--- config.mk ---
export PLATFORM = sky130hd
export DESIGN_NAME = aem_matcher
export DESIGN_NICKNAME = d
export VERILOG_FILES = /design/src/verilog/aem_pkg.sv /design/src/verilog/aem_matcher.sv /design/src/verilog/aem_tri_check.sv
export SDC_FILE = /design/constraint.sdc
export NUM_CORES = 1
export LEC_CHECK = 0
export ABC_AREA = 1
export BUFFER_PORTS_ARGS = -buffer_cell sky130_fd_sc_hd__buf_2
export CAP_MARGIN = 10
export CELL_PAD_IN_SITES_DETAIL_PLACEMENT = 0
export CELL_PAD_IN_SITES_GLOBAL_PLACEMENT = 1
export CORE_MARGIN = 2
export CORE_UTILIZATION = 23
export CTS_CLUSTER_DIAMETER = 30
export CTS_CLUSTER_SIZE = 40
export DETAILED_ROUTE_END_ITERATION = 12
export HOLD_SLACK_MARGIN = 0.1
export PLACE_DENSITY = 0.93
export SLEW_MARGIN = 15
export SYNTH_ARGS = -nofsm -noshare
export SYNTH_HDL_FRONTEND = slang
export SYNTH_SLANG_ARGS = --single-unit
export TNS_END_PERCENT = 20
--- constraint.sdc ---
create_clock -name clk_i -period 0.8 [get_ports clk_i]
set_clock_uncertainty 0.05 [all_clocks]
set_input_delay 0.24 -clock clk_i [delete_from_list [all_inputs] [get_ports clk_i]]
set_output_delay 0.24 -clock clk_i [all_outputs]
set_load 0.01 [all_outputs]
--- src/verilog/aem_pkg.sv ---
// Shared constants and types for the access control entry matcher.
package aem_pkg;

  localparam int VLAN_ID_W = 12;
  localparam int PCP_W = 3;
  localparam int PROTO_W = 8;
  localparam int TTL_W = 8;
  localparam int FRAG_POS_W = 13;
  localparam int IHL_W = 4;
  localparam int IP_ADDR_W = 32;
  localparam int ETYPE_W = 16;

  localparam logic [VLAN_ID_W-1:0] VLAN_ID_MIN = 12'h001;
  localparam logic [VLAN_ID_W-1:0] VLAN_ID_MAX = 12'hfff;
  localparam logic [PROTO_W-1:0] PROTO_ICMP = 8'h01;
  localparam logic [PROTO_W-1:0] PROTO_TCP = 8'h06;
  localparam logic [PROTO_W-1:0] PROTO_UDP = 8'h11;
  localparam logic [ETYPE_W-1:0] ETYPE_MIN = 16'h0600;
  localparam logic [IHL_W-1:0] IHL_NO_OPTIONS = 4'h5;
  localparam logic [TTL_W-1:0] TTL_ZERO = 8'h00;
  localparam logic [FRAG_POS_W-1:0] FRAG_POS_ZERO = 13'h0000;
  localparam logic [IP_ADDR_W-1:0] IP_MASK_HOST = 32'hffffffff;

  // Cycles from an accepted header to its registered verdict.
  localparam int RESULT_LATENCY = 1;
  localparam logic RESULT_RST = 1'b0;

  typedef enum logic [0:0] {AEM_SEL_ANY, AEM_SEL_SPECIFIC} aem_sel_e;
  typedef enum logic [1:0] {AEM_TRI_ANY, AEM_TRI_NO, AEM_TRI_YES} aem_tri_e;
  typedef enum logic [2:0] {AEM_PROTO_ANY, AEM_PROTO_SPECIFIC, AEM_PROTO_ICMP, AEM_PROTO_UDP,
                            AEM_PROTO_TCP} aem_proto_e;
  typedef enum logic [1:0] {AEM_SIP_ANY, AEM_SIP_HOST, AEM_SIP_NETWORK} aem_sip_e;
  typedef enum logic [1:0] {AEM_FT_ANY, AEM_FT_ETYPE, AEM_FT_ARP, AEM_FT_IPV4} aem_ftype_e;
  typedef enum logic [0:0] {AEM_ACT_PERMIT, AEM_ACT_DENY} aem_action_e;

  // Parsed header facts of one frame.
  typedef struct packed {
    logic is_ipv4;
    logic is_arp;
    logic [ETYPE_W-1:0] ethertype;
    logic [VLAN_ID_W-1:0] vlan_id;
    logic [PCP_W-1:0] pcp;
    logic [PROTO_W-1:0] ip_proto;
    logic [TTL_W-1:0] ttl;
    logic more_fragments_flag;
    logic [FRAG_POS_W-1:0] fragment_position;
    logic [IHL_W-1:0] ihl;
    logic [IP_ADDR_W-1:0] source_ip_address;
  } aem_hdr_s;

  // Criteria of one access_control_entry.
  typedef struct packed {
    aem_ftype_e frame_type;
    aem_action_e action;
    aem_sel_e vid_sel;
    logic [VLAN_ID_W-1:0] vlan_id;
    aem_sel_e pcp_sel;
    logic [PCP_W-1:0] pcp;
    aem_proto_e proto_mode;
    logic [PROTO_W-1:0] proto_value;
    aem_tri_e ttl_mode;
    aem_tri_e frag_mode;
    aem_tri_e opt_mode;
    aem_sip_e sip_mode;
    logic [IP_ADDR_W-1:0] source_ip_address;
    logic [IP_ADDR_W-1:0] source_ip_netmask;
  } aem_cfg_s;

  // Pass bit of each criterion.
  typedef struct packed {
    logic ftype_ok;
    logic vid_ok;
    logic pcp_ok;
    logic proto_ok;
    logic ttl_ok;
    logic frag_ok;
    logic opt_ok;
    logic sip_ok;
  } aem_crit_s;

  localparam aem_crit_s CRIT_RST = 8'h00;

endpackage : aem_pkg

--- src/verilog/aem_matcher.sv ---
// Match logic of one access control entry for VLAN and IPv4 header criteria.

// Behaviour
// - VLAN don't-care ignores frame VLAN identifier.
// - Specific VLAN needs equal identifier, 1..4095.
// - Priority don't-care or one value 0..7.
// - Protocol don't-care ignores protocol number.
// - Specific protocol needs equal 8-bit number.
// - ICMP, UDP, TCP classes need IPv4 protocol.
// - TTL zero mode excludes nonzero TTL.
// - TTL nonzero mode needs TTL above zero.
// - Fragment no excludes fragmented IPv4 frames.
// - Fragment yes needs fragmented frames; any ignores.
// - Options no excludes frames carrying options.
// - Options yes needs options; any ignores.
// - Source don't-care ignores source address.
// - Host mode compares all source address bits.
// - Network mode compares only netmask-selected bits.
// - Frame type selects IPv4, ARP, Ethernet-type frames.
// - Matching frame is permitted or dropped by action.
module aem_matcher (
  // Clock and reset
  input wire logic clk_i,
  input wire logic reset_i,
  // Entry criteria from management
  input wire aem_pkg::aem_cfg_s cfg_i,
  // Parsed frame header from the ingress pipeline
  input wire logic hdr_valid_i,
  input wire aem_pkg::aem_hdr_s hdr_i,
  // Verdict, one cycle after the header
  output logic result_valid_o,
  output logic match_o,
  output logic permit_o,
  output logic drop_o,
  output aem_pkg::aem_crit_s crit_o,
  // Entry holds a VLAN identifier outside the legal range
  output logic cfg_error_o
);

  function automatic logic ip_equal(input logic [aem_pkg::IP_ADDR_W-1:0] addr,
                                    input logic [aem_pkg::IP_ADDR_W-1:0] ref_addr,
                                    input logic [aem_pkg::IP_ADDR_W-1:0] mask);
    ip_equal = ((addr ^ ref_addr) & mask) == '0;
  endfunction : ip_equal

  function automatic logic proto_is(input aem_pkg::aem_hdr_s hdr,
                                    input logic [aem_pkg::PROTO_W-1:0] value);
    proto_is = hdr.is_ipv4 && (hdr.ip_proto == value);
  endfunction : proto_is

  logic vid_cfg_bad;
  logic ttl_nonzero;
  logic is_fragment;
  logic has_options;
  logic is_etype_frame;
  logic ttl_pass;
  logic frag_pass;
  logic opt_pass;
  aem_pkg::aem_crit_s crit;
  logic all_pass;

  logic valid_reg, valid_next;
  logic match_reg, match_next;
  logic permit_reg, permit_next;
  logic drop_reg, drop_next;
  logic cfg_err_reg, cfg_err_next;
  aem_pkg::aem_crit_s crit_reg, crit_next;

  // Header facts that the flag criteria test.
  assign ttl_nonzero = hdr_i.ttl != aem_pkg::TTL_ZERO;
  assign is_fragment = hdr_i.more_fragments_flag || (hdr_i.fragment_position != aem_pkg::FRAG_POS_ZERO);
  assign has_options = hdr_i.ihl > aem_pkg::IHL_NO_OPTIONS;
  // An IPv4 or ARP frame is never an Ethernet-type frame for matching purposes.
  assign is_etype_frame = !hdr_i.is_ipv4 && !hdr_i.is_arp && (hdr_i.ethertype >= aem_pkg::ETYPE_MIN);
  assign vid_cfg_bad = (cfg_i.vid_sel == aem_pkg::AEM_SEL_SPECIFIC) &&
                       (cfg_i.vlan_id < aem_pkg::VLAN_ID_MIN);

  aem_tri_check u_ttl_check (
    .mode_i(cfg_i.ttl_mode),
    .is_ipv4_i(hdr_i.is_ipv4),
    .cond_i(ttl_nonzero),
    .pass_o(ttl_pass)
  );

  aem_tri_check u_frag_check (
    .mode_i(cfg_i.frag_mode),
    .is_ipv4_i(hdr_i.is_ipv4),
    .cond_i(is_fragment),
    .pass_o(frag_pass)
  );

  aem_tri_check u_opt_check (
    .mode_i(cfg_i.opt_mode),
    .is_ipv4_i(hdr_i.is_ipv4),
    .cond_i(has_options),
    .pass_o(opt_pass)
  );

  always_comb
  begin
    crit = aem_pkg::CRIT_RST;
    case (cfg_i.frame_type)
      aem_pkg::AEM_FT_ANY: crit.ftype_ok = 1'b1;
      aem_pkg::AEM_FT_ETYPE: crit.ftype_ok = is_etype_frame;
      aem_pkg::AEM_FT_ARP: crit.ftype_ok = hdr_i.is_arp;
      aem_pkg::AEM_FT_IPV4: crit.ftype_ok = hdr_i.is_ipv4;
      default: crit.ftype_ok = 1'b0;
    endcase
    case (cfg_i.vid_sel)
      aem_pkg::AEM_SEL_ANY: crit.vid_ok = 1'b1;
      aem_pkg::AEM_SEL_SPECIFIC: crit.vid_ok = !vid_cfg_bad && (hdr_i.vlan_id == cfg_i.vlan_id);
      default: crit.vid_ok = 1'b0;
    endcase
    case (cfg_i.pcp_sel)
      aem_pkg::AEM_SEL_ANY: crit.pcp_ok = 1'b1;
      aem_pkg::AEM_SEL_SPECIFIC: crit.pcp_ok = hdr_i.pcp == cfg_i.pcp;
      default: crit.pcp_ok = 1'b0;
    endcase
    // Class modes only pin the protocol; their port criteria live elsewhere.
    case (cfg_i.proto_mode)
      aem_pkg::AEM_PROTO_ANY: crit.proto_ok = 1'b1;
      aem_pkg::AEM_PROTO_SPECIFIC: crit.proto_ok = proto_is(hdr_i, cfg_i.proto_value);
      aem_pkg::AEM_PROTO_ICMP: crit.proto_ok = proto_is(hdr_i, aem_pkg::PROTO_ICMP);
      aem_pkg::AEM_PROTO_UDP: crit.proto_ok = proto_is(hdr_i, aem_pkg::PROTO_UDP);
      aem_pkg::AEM_PROTO_TCP: crit.proto_ok = proto_is(hdr_i, aem_pkg::PROTO_TCP);
      default: crit.proto_ok = 1'b0;
    endcase
    crit.ttl_ok = ttl_pass;
    crit.frag_ok = frag_pass;
    crit.opt_ok = opt_pass;
    case (cfg_i.sip_mode)
      aem_pkg::AEM_SIP_ANY: crit.sip_ok = 1'b1;
      aem_pkg::AEM_SIP_HOST:
        crit.sip_ok = hdr_i.is_ipv4 &&
                      ip_equal(hdr_i.source_ip_address, cfg_i.source_ip_address, aem_pkg::IP_MASK_HOST);
      aem_pkg::AEM_SIP_NETWORK:
        crit.sip_ok = hdr_i.is_ipv4 &&
                      ip_equal(hdr_i.source_ip_address, cfg_i.source_ip_address, cfg_i.source_ip_netmask);
      default: crit.sip_ok = 1'b0;
    endcase
  end

  assign all_pass = &crit;

  always_comb
  begin
    valid_next = hdr_valid_i;
    cfg_err_next = vid_cfg_bad;
    // Verdict fields are cleared between headers so a stale match never lingers.
    crit_next = hdr_valid_i ? crit : aem_pkg::CRIT_RST;
    match_next = hdr_valid_i && all_pass;
    permit_next = match_next && (cfg_i.action == aem_pkg::AEM_ACT_PERMIT);
    drop_next = match_next && (cfg_i.action == aem_pkg::AEM_ACT_DENY);
  end

  always_ff @(posedge clk_i or posedge reset_i)
  begin
    if (reset_i)
    begin
      valid_reg <= aem_pkg::RESULT_RST;
      match_reg <= aem_pkg::RESULT_RST;
      permit_reg <= aem_pkg::RESULT_RST;
      drop_reg <= aem_pkg::RESULT_RST;
      cfg_err_reg <= aem_pkg::RESULT_RST;
      crit_reg <= aem_pkg::CRIT_RST;
    end
    else
    begin
      valid_reg <= valid_next;
      match_reg <= match_next;
      permit_reg <= permit_next;
      drop_reg <= drop_next;
      cfg_err_reg <= cfg_err_next;
      crit_reg <= crit_next;
    end
  end

  assign result_valid_o = valid_reg;
  assign match_o = match_reg;
  assign permit_o = permit_reg;
  assign drop_o = drop_reg;
  assign crit_o = crit_reg;
  assign cfg_error_o = cfg_err_reg;

  AST_VID_ANY_IGNORED: assert property (@(posedge clk_i) disable iff (reset_i)
    hdr_valid_i && cfg_i.vid_sel == aem_pkg::AEM_SEL_ANY |=> crit_o.vid_ok)
    else $error("VLAN don't-care rejected a frame");

  AST_VID_SPECIFIC: assert property (@(posedge clk_i) disable iff (reset_i)
    hdr_valid_i && cfg_i.vid_sel == aem_pkg::AEM_SEL_SPECIFIC &&
    (hdr_i.vlan_id != cfg_i.vlan_id || cfg_i.vlan_id == 12'h000) |=> result_valid_o && !match_o)
    else $error("Frame matched with wrong or illegal VLAN identifier");

  AST_PCP: assert property (@(posedge clk_i) disable iff (reset_i)
    hdr_valid_i && cfg_i.pcp_sel == aem_pkg::AEM_SEL_SPECIFIC |=>
    crit_o.pcp_ok == ($past(hdr_i.pcp) == $past(cfg_i.pcp)))
    else $error("Tag priority verdict wrong");

  AST_PROTO_SPECIFIC: assert property (@(posedge clk_i) disable iff (reset_i)
    hdr_valid_i && cfg_i.proto_mode == aem_pkg::AEM_PROTO_SPECIFIC |=>
    crit_o.proto_ok == ($past(hdr_i.is_ipv4) && $past(hdr_i.ip_proto) == $past(cfg_i.proto_value)))
    else $error("Specific protocol verdict wrong");

  AST_PROTO_UDP: assert property (@(posedge clk_i) disable iff (reset_i)
    hdr_valid_i && cfg_i.proto_mode == aem_pkg::AEM_PROTO_UDP && hdr_i.ip_proto != 8'h11 |=> !crit_o.proto_ok)
    else $error("UDP class accepted another protocol");

  AST_TTL_ZERO: assert property (@(posedge clk_i) disable iff (reset_i)
    hdr_valid_i && cfg_i.ttl_mode == aem_pkg::AEM_TRI_NO && hdr_i.ttl != 8'h00 |=> !match_o)
    else $error("Nonzero TTL matched a zero-TTL entry");

  AST_TTL_NONZERO: assert property (@(posedge clk_i) disable iff (reset_i)
    hdr_valid_i && hdr_i.is_ipv4 && cfg_i.ttl_mode == aem_pkg::AEM_TRI_YES |=>
    crit_o.ttl_ok == ($past(hdr_i.ttl) != 8'h00))
    else $error("Nonzero TTL verdict wrong");

  AST_FRAG_NO: assert property (@(posedge clk_i) disable iff (reset_i)
    hdr_valid_i && cfg_i.frag_mode == aem_pkg::AEM_TRI_NO &&
    (hdr_i.more_fragments_flag || hdr_i.fragment_position != 13'h0000) |=> !match_o)
    else $error("Fragment matched a no-fragment entry");

  AST_OPT_YES: assert property (@(posedge clk_i) disable iff (reset_i)
    hdr_valid_i && hdr_i.is_ipv4 && cfg_i.opt_mode == aem_pkg::AEM_TRI_YES |=>
    crit_o.opt_ok == ($past(hdr_i.ihl) > 4'h5))
    else $error("Options verdict wrong");

  AST_SIP_NET: assert property (@(posedge clk_i) disable iff (reset_i)
    hdr_valid_i && hdr_i.is_ipv4 && cfg_i.sip_mode == aem_pkg::AEM_SIP_NETWORK |=>
    crit_o.sip_ok == ((($past(hdr_i.source_ip_address) ^ $past(cfg_i.source_ip_address)) &
                       $past(cfg_i.source_ip_netmask)) == 32'h00000000))
    else $error("Network source verdict wrong");

  AST_FTYPE_IPV4: assert property (@(posedge clk_i) disable iff (reset_i)
    hdr_valid_i && cfg_i.frame_type == aem_pkg::AEM_FT_ETYPE && hdr_i.is_ipv4 |=> !match_o)
    else $error("IPv4 frame matched an Ethernet-type entry");

  AST_ACTION: assert property (@(posedge clk_i) disable iff (reset_i)
    hdr_valid_i && cfg_i.action == aem_pkg::AEM_ACT_DENY |=> !permit_o && drop_o == match_o)
    else $error("Deny entry did not drop a match");

  AST_AND_ALL: assert property (@(posedge clk_i) disable iff (reset_i)
    hdr_valid_i |=> result_valid_o && match_o == (&crit_o))
    else $error("Match is not the AND of all criteria");

  AST_NON_IPV4: assert property (@(posedge clk_i) disable iff (reset_i)
    hdr_valid_i && !hdr_i.is_ipv4 && cfg_i.sip_mode == aem_pkg::AEM_SIP_HOST |=> !match_o)
    else $error("Non-IPv4 frame passed a source address criterion");

  AST_PCP_ANY: assert property (@(posedge clk_i) disable iff (reset_i)
    hdr_valid_i && cfg_i.pcp_sel == aem_pkg::AEM_SEL_ANY |=> crit_o.pcp_ok)
    else $error("Tag priority don't-care rejected a frame");

  AST_PROTO_ANY: assert property (@(posedge clk_i) disable iff (reset_i)
    hdr_valid_i && cfg_i.proto_mode == aem_pkg::AEM_PROTO_ANY |=> crit_o.proto_ok)
    else $error("Protocol don't-care rejected a frame");

  AST_PROTO_TCP: assert property (@(posedge clk_i) disable iff (reset_i)
    hdr_valid_i && cfg_i.proto_mode == aem_pkg::AEM_PROTO_TCP &&
    (!hdr_i.is_ipv4 || hdr_i.ip_proto != 8'h06) |=> !crit_o.proto_ok)
    else $error("TCP class accepted another frame");

  AST_TTL_ANY: assert property (@(posedge clk_i) disable iff (reset_i)
    hdr_valid_i && cfg_i.ttl_mode == aem_pkg::AEM_TRI_ANY |=> crit_o.ttl_ok)
    else $error("TTL don't-care rejected a frame");

  AST_FRAG_YES: assert property (@(posedge clk_i) disable iff (reset_i)
    hdr_valid_i && hdr_i.is_ipv4 && cfg_i.frag_mode == aem_pkg::AEM_TRI_YES |=>
    crit_o.frag_ok == ($past(hdr_i.more_fragments_flag) || $past(hdr_i.fragment_position) != 13'h0000))
    else $error("Fragment verdict wrong");

  AST_FRAG_ANY: assert property (@(posedge clk_i) disable iff (reset_i)
    hdr_valid_i && cfg_i.frag_mode == aem_pkg::AEM_TRI_ANY |=> crit_o.frag_ok)
    else $error("Fragment don't-care rejected a frame");

  AST_OPT_NO: assert property (@(posedge clk_i) disable iff (reset_i)
    hdr_valid_i && cfg_i.opt_mode == aem_pkg::AEM_TRI_NO && hdr_i.ihl > 4'h5 |=> !match_o)
    else $error("Frame with options matched a no-options entry");

  AST_OPT_ANY: assert property (@(posedge clk_i) disable iff (reset_i)
    hdr_valid_i && cfg_i.opt_mode == aem_pkg::AEM_TRI_ANY |=> crit_o.opt_ok)
    else $error("Options don't-care rejected a frame");

  AST_SIP_ANY: assert property (@(posedge clk_i) disable iff (reset_i)
    hdr_valid_i && cfg_i.sip_mode == aem_pkg::AEM_SIP_ANY |=> crit_o.sip_ok)
    else $error("Source don't-care rejected a frame");

  AST_SIP_HOST: assert property (@(posedge clk_i) disable iff (reset_i)
    hdr_valid_i && hdr_i.is_ipv4 && cfg_i.sip_mode == aem_pkg::AEM_SIP_HOST |=>
    crit_o.sip_ok == ($past(hdr_i.source_ip_address) == $past(cfg_i.source_ip_address)))
    else $error("Host source verdict wrong");

  AST_FTYPE_ARP: assert property (@(posedge clk_i) disable iff (reset_i)
    hdr_valid_i && cfg_i.frame_type == aem_pkg::AEM_FT_ETYPE && hdr_i.is_arp |=> !match_o)
    else $error("ARP frame matched an Ethernet-type entry");

  AST_PERMIT: assert property (@(posedge clk_i) disable iff (reset_i)
    hdr_valid_i && cfg_i.action == aem_pkg::AEM_ACT_PERMIT |=> !drop_o && permit_o == match_o)
    else $error("Permit entry did not pass a match");

  AST_IDLE: assert property (@(posedge clk_i) disable iff (reset_i)
    !hdr_valid_i |=> !result_valid_o && !match_o && !permit_o && !drop_o && crit_o == 8'h00)
    else $error("Verdict outputs not idle without a header");

  AST_NON_IPV4_TTL: assert property (@(posedge clk_i) disable iff (reset_i)
    hdr_valid_i && !hdr_i.is_ipv4 && cfg_i.ttl_mode != aem_pkg::AEM_TRI_ANY |=> !crit_o.ttl_ok)
    else $error("Non-IPv4 frame passed a TTL criterion");

  AST_CFG_ERROR: assert property (@(posedge clk_i) disable iff (reset_i)
    cfg_i.vid_sel == aem_pkg::AEM_SEL_SPECIFIC && cfg_i.vlan_id == 12'h000 |=> cfg_error_o)
    else $error("Illegal VLAN identifier not flagged");

endmodule : aem_matcher

--- src/verilog/aem_tri_check.sv ---
// Three-way IPv4 flag criterion: don't-care, flag must be clear, flag must be set.
module aem_tri_check (
  // Criterion setting
  input wire aem_pkg::aem_tri_e mode_i,
  // Frame facts
  input wire logic is_ipv4_i,
  input wire logic cond_i,
  // Verdict
  output logic pass_o
);

  always_comb
  begin
    case (mode_i)
      aem_pkg::AEM_TRI_ANY: pass_o = 1'b1;
      // Non-IPv4 frames fail any setting other than don't-care.
      aem_pkg::AEM_TRI_NO: pass_o = is_ipv4_i && !cond_i;
      aem_pkg::AEM_TRI_YES: pass_o = is_ipv4_i && cond_i;
      default: pass_o = 1'b0;
    endcase
  end

endmodule : aem_tri_check

Word-level counts from Yosys, hierarchy flattened. Index checks and enable logic that the tools add are counted.

Input port bits: 205. Output and inout port bits: 13. Flip-flop bits (word level): 13. Word-level logic and storage cells: 88.

Reduce and logical (&&, ||, !) cells: 37. Magnitude comparators: 3. Equal/unequal tests: 21. Bitwise gates (word level): 5. Muxes and demuxes: 9.

Operators by type and width (count): 32-bit logical NOT (2); 32-bit AND (1); 32-bit XOR (1); 1-bit logical AND (19); 16-bit by 11-bit greater-or-equal comparator with 1-bit output (second input constant) (1); 13-bit nonzero test (1); 12-bit == test (1); 2-bit == test (second input constant) (6); 12-bit by 1-bit < comparator with 1-bit output (second input constant) (1); 1-bit case mux with 3 select lines (4); 2-bit by 1-bit == test with 1-bit output (second input constant) (5); 2-bit logical NOT (5); 8-bit by 1-bit == test with 1-bit output (second input constant) (1); 8-bit by 3-bit == test with 1-bit output (second input constant) (1); 8-bit by 5-bit == test with 1-bit output (second input constant) (1); 8-bit == test (1); 8-bit 2-to-1 mux (1); 8-bit AND reduction (1); 8-bit nonzero test (1); 3-bit by 2-bit == test with 1-bit output (second input constant) (2); 1-bit logical NOT (6); 1-bit case mux with 5 select lines (1); 4-bit by 3-bit greater-than comparator with 1-bit output (second input constant) (1); 1-bit case mux with 2 select lines (2); other kinds (7) (9).

Longest topological paths before layout.
Word-level depth: 8. Gate-level depth with buffers: 13. Depth with buffers taken out: 13.

Cells and area by module. Synthesis repeated with hierarchy kept, for this count alone.

Cells, all modules: 427. Area total of the unflattened synthesis: 2287.2 sq um.

By module, submodules not included: aem_matcher (times used 1, seq. area each 325.3 sq um, cells an instance 385, area each 2016.9 sq um); aem_tri_check (times used 3, seq. area each 0.0 sq um, cells an instance 14, area each 90.1 sq um).

Least setup slack after synthesis. OpenSTA, ideal clock, no wires.

Path type: input port to flip-flop. Start point: in cfg_i[66] (netlist bit). End point: reg permit_reg, in the netlist permit_o. Arrival time: 1318 ps. Library setup time: 86 ps. Slack: -654 ps. Required time: 664 ps. Cell stages on the path: 9. Path buffers: 0. Path through: inv_1 ha_1 nand2_1 nand3b_1 a21oi_1 nand3_1 nor3_4 nand2_2 nor3_1.

Word-level cells in the longest chain between the ends: 5. Elaborated cells on any way between the ends: 7. Those cells by class: 2 x eq/ne; 1 x mux; 4 x reduce/logical.

Ends and longest elaborated chain: from (decl) (line aem_matcher.sv:26) `input wire aem_pkg::aem_cfg_s cfg_i,`; 2-bit == test, or another cell as far along (line aem_tri_check.sv:14) `case (mode_i)`; 1-bit case mux with 3 select lines (*) (line aem_tri_check.sv:14); 8-bit AND reduction (*) (line aem_matcher.sv:143) `assign all_pass = &crit;`; 1-bit logical AND (*) (line aem_matcher.sv:151) `match_next = hdr_valid_i && all_pass;`; 1-bit logical AND (*) (line aem_matcher.sv:152) `permit_next = match_next && (cfg_i.action == aem_pkg::AEM_ACT_PERMIT);`; via permit_next (line aem_matcher.sv:64) `logic permit_reg, permit_next;`; to (signal assigned) (line aem_matcher.sv:162) `permit_reg <= aem_pkg::RESULT_RST;`; to (signal assigned) (line aem_matcher.sv:171) `permit_reg <= permit_next;`; to (decl) (line aem_matcher.sv:64).

The timed path passes the listed nets; every way through them passes the cells marked *.

Worst setup path in the final report.
Start point: in cfg_i[80] (netlist bit). End point: reg permit_reg, in the netlist permit_o.

Word-level cells in the longest chain between the ends: 5. Elaborated cells on any way between the ends: 9. Those cells by class: 4 x eq/ne; 1 x mux; 4 x reduce/logical.

Ends and longest elaborated chain: 3-bit == test, or another cell as far along (line aem_matcher.sv:120) `case (cfg_i.proto_mode)`; 1-bit case mux with 5 select lines (*) (line aem_matcher.sv:120); 8-bit AND reduction (*) (line aem_matcher.sv:143); 1-bit logical AND (*) (line aem_matcher.sv:151); 1-bit logical AND (*) (line aem_matcher.sv:152); via permit_next (line aem_matcher.sv:64).

Marks and branches as above.

==> results.json <==
{
  "grt_pass1_wl_um": 13500,
  "setup_viol": 22,
  "synth_common_cells": "sky130_fd_sc_hd__nand2_1, sky130_fd_sc_hd__inv_1, sky130_fd_sc_hd__nor2_1",
  "groute.usage.overall_pct": 14.0,
  "count_of_synthesis_stage_warnings_from_yosys": 0,
  "synth_area_per_cell_um2": 4.99,
  "syn-cell-area_mm2": 0.00249,
  "worstSetupStartpoint": "cfg_i[80]",
  "total_power_mw": 2.98,
  "buffer_levels_on_the_longest_clock_path": 2,
  "period_share_pct": 177,
  "dp_hpwl_um": 7570,
  "status": "finished, violations left",
  "static-leakage-power_nw": 2.72,
  "post-place-ws_ps": -919,
  "placed_cells": 854,
  "yosysUniqueCellTypes": 25,
  "clock_sinks": 13,
  "synth.area.top_cells": "sky130_fd_sc_hd__nand2_1, sky130_fd_sc_hd__dfrtp_1, sky130_fd_sc_hd__inv_1",
  "fin_nets": 946,
  "cts-buffers-inserted": 3,
  "detail_route.drc_violations": 0,
  "die_x_um": 108,
  "timing.max_slew.rel_slack_pct": 83.9,
  "synthMostInstantiatedCell": "sky130_fd_sc_hd__nand2_1",
  "max-vdd-ir-drop_v": 0.000445,
  "detailedRoute.firstPassIterationCount": 4,
  "coreArea_mm2": 0.0104,
  "synth_largest_area_cell": "sky130_fd_sc_hd__nand2_1",
  "largest_net_degree_at_the_start_of_global_routing": 10,
  "cts.root.buffer_cell": "sky130_fd_sc_hd__clkbuf_8",
  "detail_route.wl_per_cell_um": 9.74,
  "syn_to_final_growth_pct": 72.8,
  "tritoncts_clock_tree": "done",
  "critPathRequiredTime_ps": 920,
  "final_util_pct": 41.2,
  "crit_path_max_fanout": 6,
  "pin_count": 218,
  "grt_pass1_vias": 3322,
  "final-max-slew-violation-count": 0,
  "synth.net_count": 715,
  "p_per_area_mw_per_mm2": 694,
  "route.vias.total": 3530,
  "clock.fmax_mhz": 707,
  "effective_utilization_at_floorplan_pct": 23.9,
  "placement_rows": 37,
  "yosys_most_used_dff": "sky130_fd_sc_hd__dfrtp_1",
  "synth_sequential_area_ratio_pct": 13.1,
  "drtIter0Drc": 95,
  "postRouteWirelength_um": 8410,
  "grt_setup_unrepaired": "true",
  "worstMarginPinSlew_ps": 242,
  "detail_routed_via_count_per_cell": 4.09,
  "final.setup.tns_ps": -6180,
  "grt_overflow_total": 0,
  "count_of_buffers_from_port_buffering": 207,
  "synth_edf_count": 0,
  "diodes": 0,
  "die_area_mm2": 0.0117,
  "detail-route-antenna-nets": 0,
  "gp_congestion": 0.857,
  "setup_slack_ps": -615,
  "placedInstanceArea_mm2": 0.00384,
  "start_kind": "primary input",
  "grt_antenna_before_repair": 0,
  "netlist_instances": 498,
  "whs_ps": -148,
  "max_cap_violations": 0,
  "hold_viol_final": 4,
  "arrival_ps": 1530,
  "setup.worst_path.class": "primary input to register",
  "synth.ff_latch_count": 13,
  "fp.dieH_um": 108,
  "fraction_of_layout_instances_using_a_drive_strength_above_1_pct": 41.9,
  "final_cells": 864,
  "critPathCaptureType": "register",
  "min-delay-path-class": "primary input to async pin",
  "critical_path.endpoint": "permit_o",
  "failed_checks": "hold timing, setup timing",
  "htree_levels": 1,
  "layout.cell_area.non_filler_mm2": 0.00430,
  "yosysTopAreaCellShare_pct": 32.2,
  "clkSlewWorstSetupHoldPaths_ps": 50,
  "finalWorstPathRequiredPeriod_ps": 1410,
  "asyncSetResetFlopFracSynth_pct": 100
}
[layout by cell type (no fill, tap or decap), types with 2 or more instances in the layout]
cell type                  netlist  layout
sky130_fd_sc_hd__inv_8           0       3
sky130_fd_sc_hd__inv_1          86      83
sky130_fd_sc_hd__nor2_1         67      57
sky130_fd_sc_hd__nand3b_1        3       3
sky130_fd_sc_hd__buf_8           0       4
sky130_fd_sc_hd__nand2_2         4       8
sky130_fd_sc_hd__nand3_4         1       2
sky130_fd_sc_hd__o21ai_0         2       2
sky130_fd_sc_hd__buf_6           0      20
sky130_fd_sc_hd__nand3_1        53      34
sky130_fd_sc_hd__nand3_2         2      20
sky130_fd_sc_hd__nand2_1       213     208
sky130_fd_sc_hd__dfrtp_1        13      13
sky130_fd_sc_hd__buf_4           0      16
sky130_fd_sc_hd__inv_2           5       4
sky130_fd_sc_hd__nand2_4         1       2
sky130_fd_sc_hd__nor3_2          0       2
sky130_fd_sc_hd__ha_1           12      11
sky130_fd_sc_hd__a21oi_1         5       4
sky130_fd_sc_hd__clkbuf_8        0       3
sky130_fd_sc_hd__or2_4           0      17
sky130_fd_sc_hd__buf_2           0     185
sky130_fd_sc_hd__o21bai_1        2       2
sky130_fd_sc_hd__nor2_2          0      10
[layer usage]
layer  up-vias  routed length, um  track usage [%]
met1      1463               3620             17.0
met2       102               4110             25.8
met5         -                  0                0
met3        14                537             1.81
met4         0                143             3.85
li1       1951                  -                -
[critical path, stage by stage]
cell and delay (ps):
sky130_fd_sc_hd__buf_6 100, sky130_fd_sc_hd__inv_6 40, sky130_fd_sc_hd__nand3_4 100, sky130_fd_sc_hd__buf_6 130
sky130_fd_sc_hd__buf_6 80, sky130_fd_sc_hd__nand3_2 60, sky130_fd_sc_hd__nand2_1 60, sky130_fd_sc_hd__nand2_1 40
sky130_fd_sc_hd__nor2_1 110, sky130_fd_sc_hd__nand3_1 100, sky130_fd_sc_hd__o21bai_2 190, sky130_fd_sc_hd__nand2_2 110
sky130_fd_sc_hd__nor3_2 160
[registers in the layout, indices dropped and copies added (netlist names)]
signal,cells
crit_o,8
cfg_error_o,1
permit_o,1
match_o,1
result_valid_o,1
drop_o,1
[area by class of cell]
cell class                 count  area (um^2)
clock inverter                 1         5.00
sequential                    13          325
inverter                      91          369
clock buffer                   3         41.3
multi-input combinational    394         2030
tap                          136          170
timing repair buffer         226         1350
fill                        1181         6120
[worst min-delay path by stage]
| stage | to | depth (start not counted) |
|---|---|---|
| 5_1_grt | match_o | 2 |
| 3_3_place_gp | match_o | 2 |
| 6_report | match_o | 2 |
| 4_1_cts | match_o | 2 |
| 2_1_floorplan | cfg_error_o | 1 |
| 3_5_place_dp | match_o | 2 |
[power breakdown]
group	switching, mW	internal, mW
Clock	0.240	0.344
Sequential	0.00976	0.682
Combinational	0.825	0.881
[cells by family (layout without fill, tap and decap cells)]
group / Yosys count / after routing / synth area share, %
AO/OA/AOI/OAI: 12 / 12 / 3.07
XOR/XNOR: 2 / 2 / 0.705
adder cells (fa/ha/maj): 12 / 12 / 6.04
buffers and inverters: 91 / 321 / 13.7
flip-flops: 13 / 13 / 13.1
AND/OR/NAND/NOR: 368 / 368 / 63.4
[timing repair]
item / CTS / global route
setup buffers: 5 / 1
endpoints found under the hold margin: 13 / 4
setup endpoints to repair: 23 / 24
gates resized for setup: 70 / 24
pin swaps: 23 / 23
Note: power is estimated with default switching activity, not from simulation.
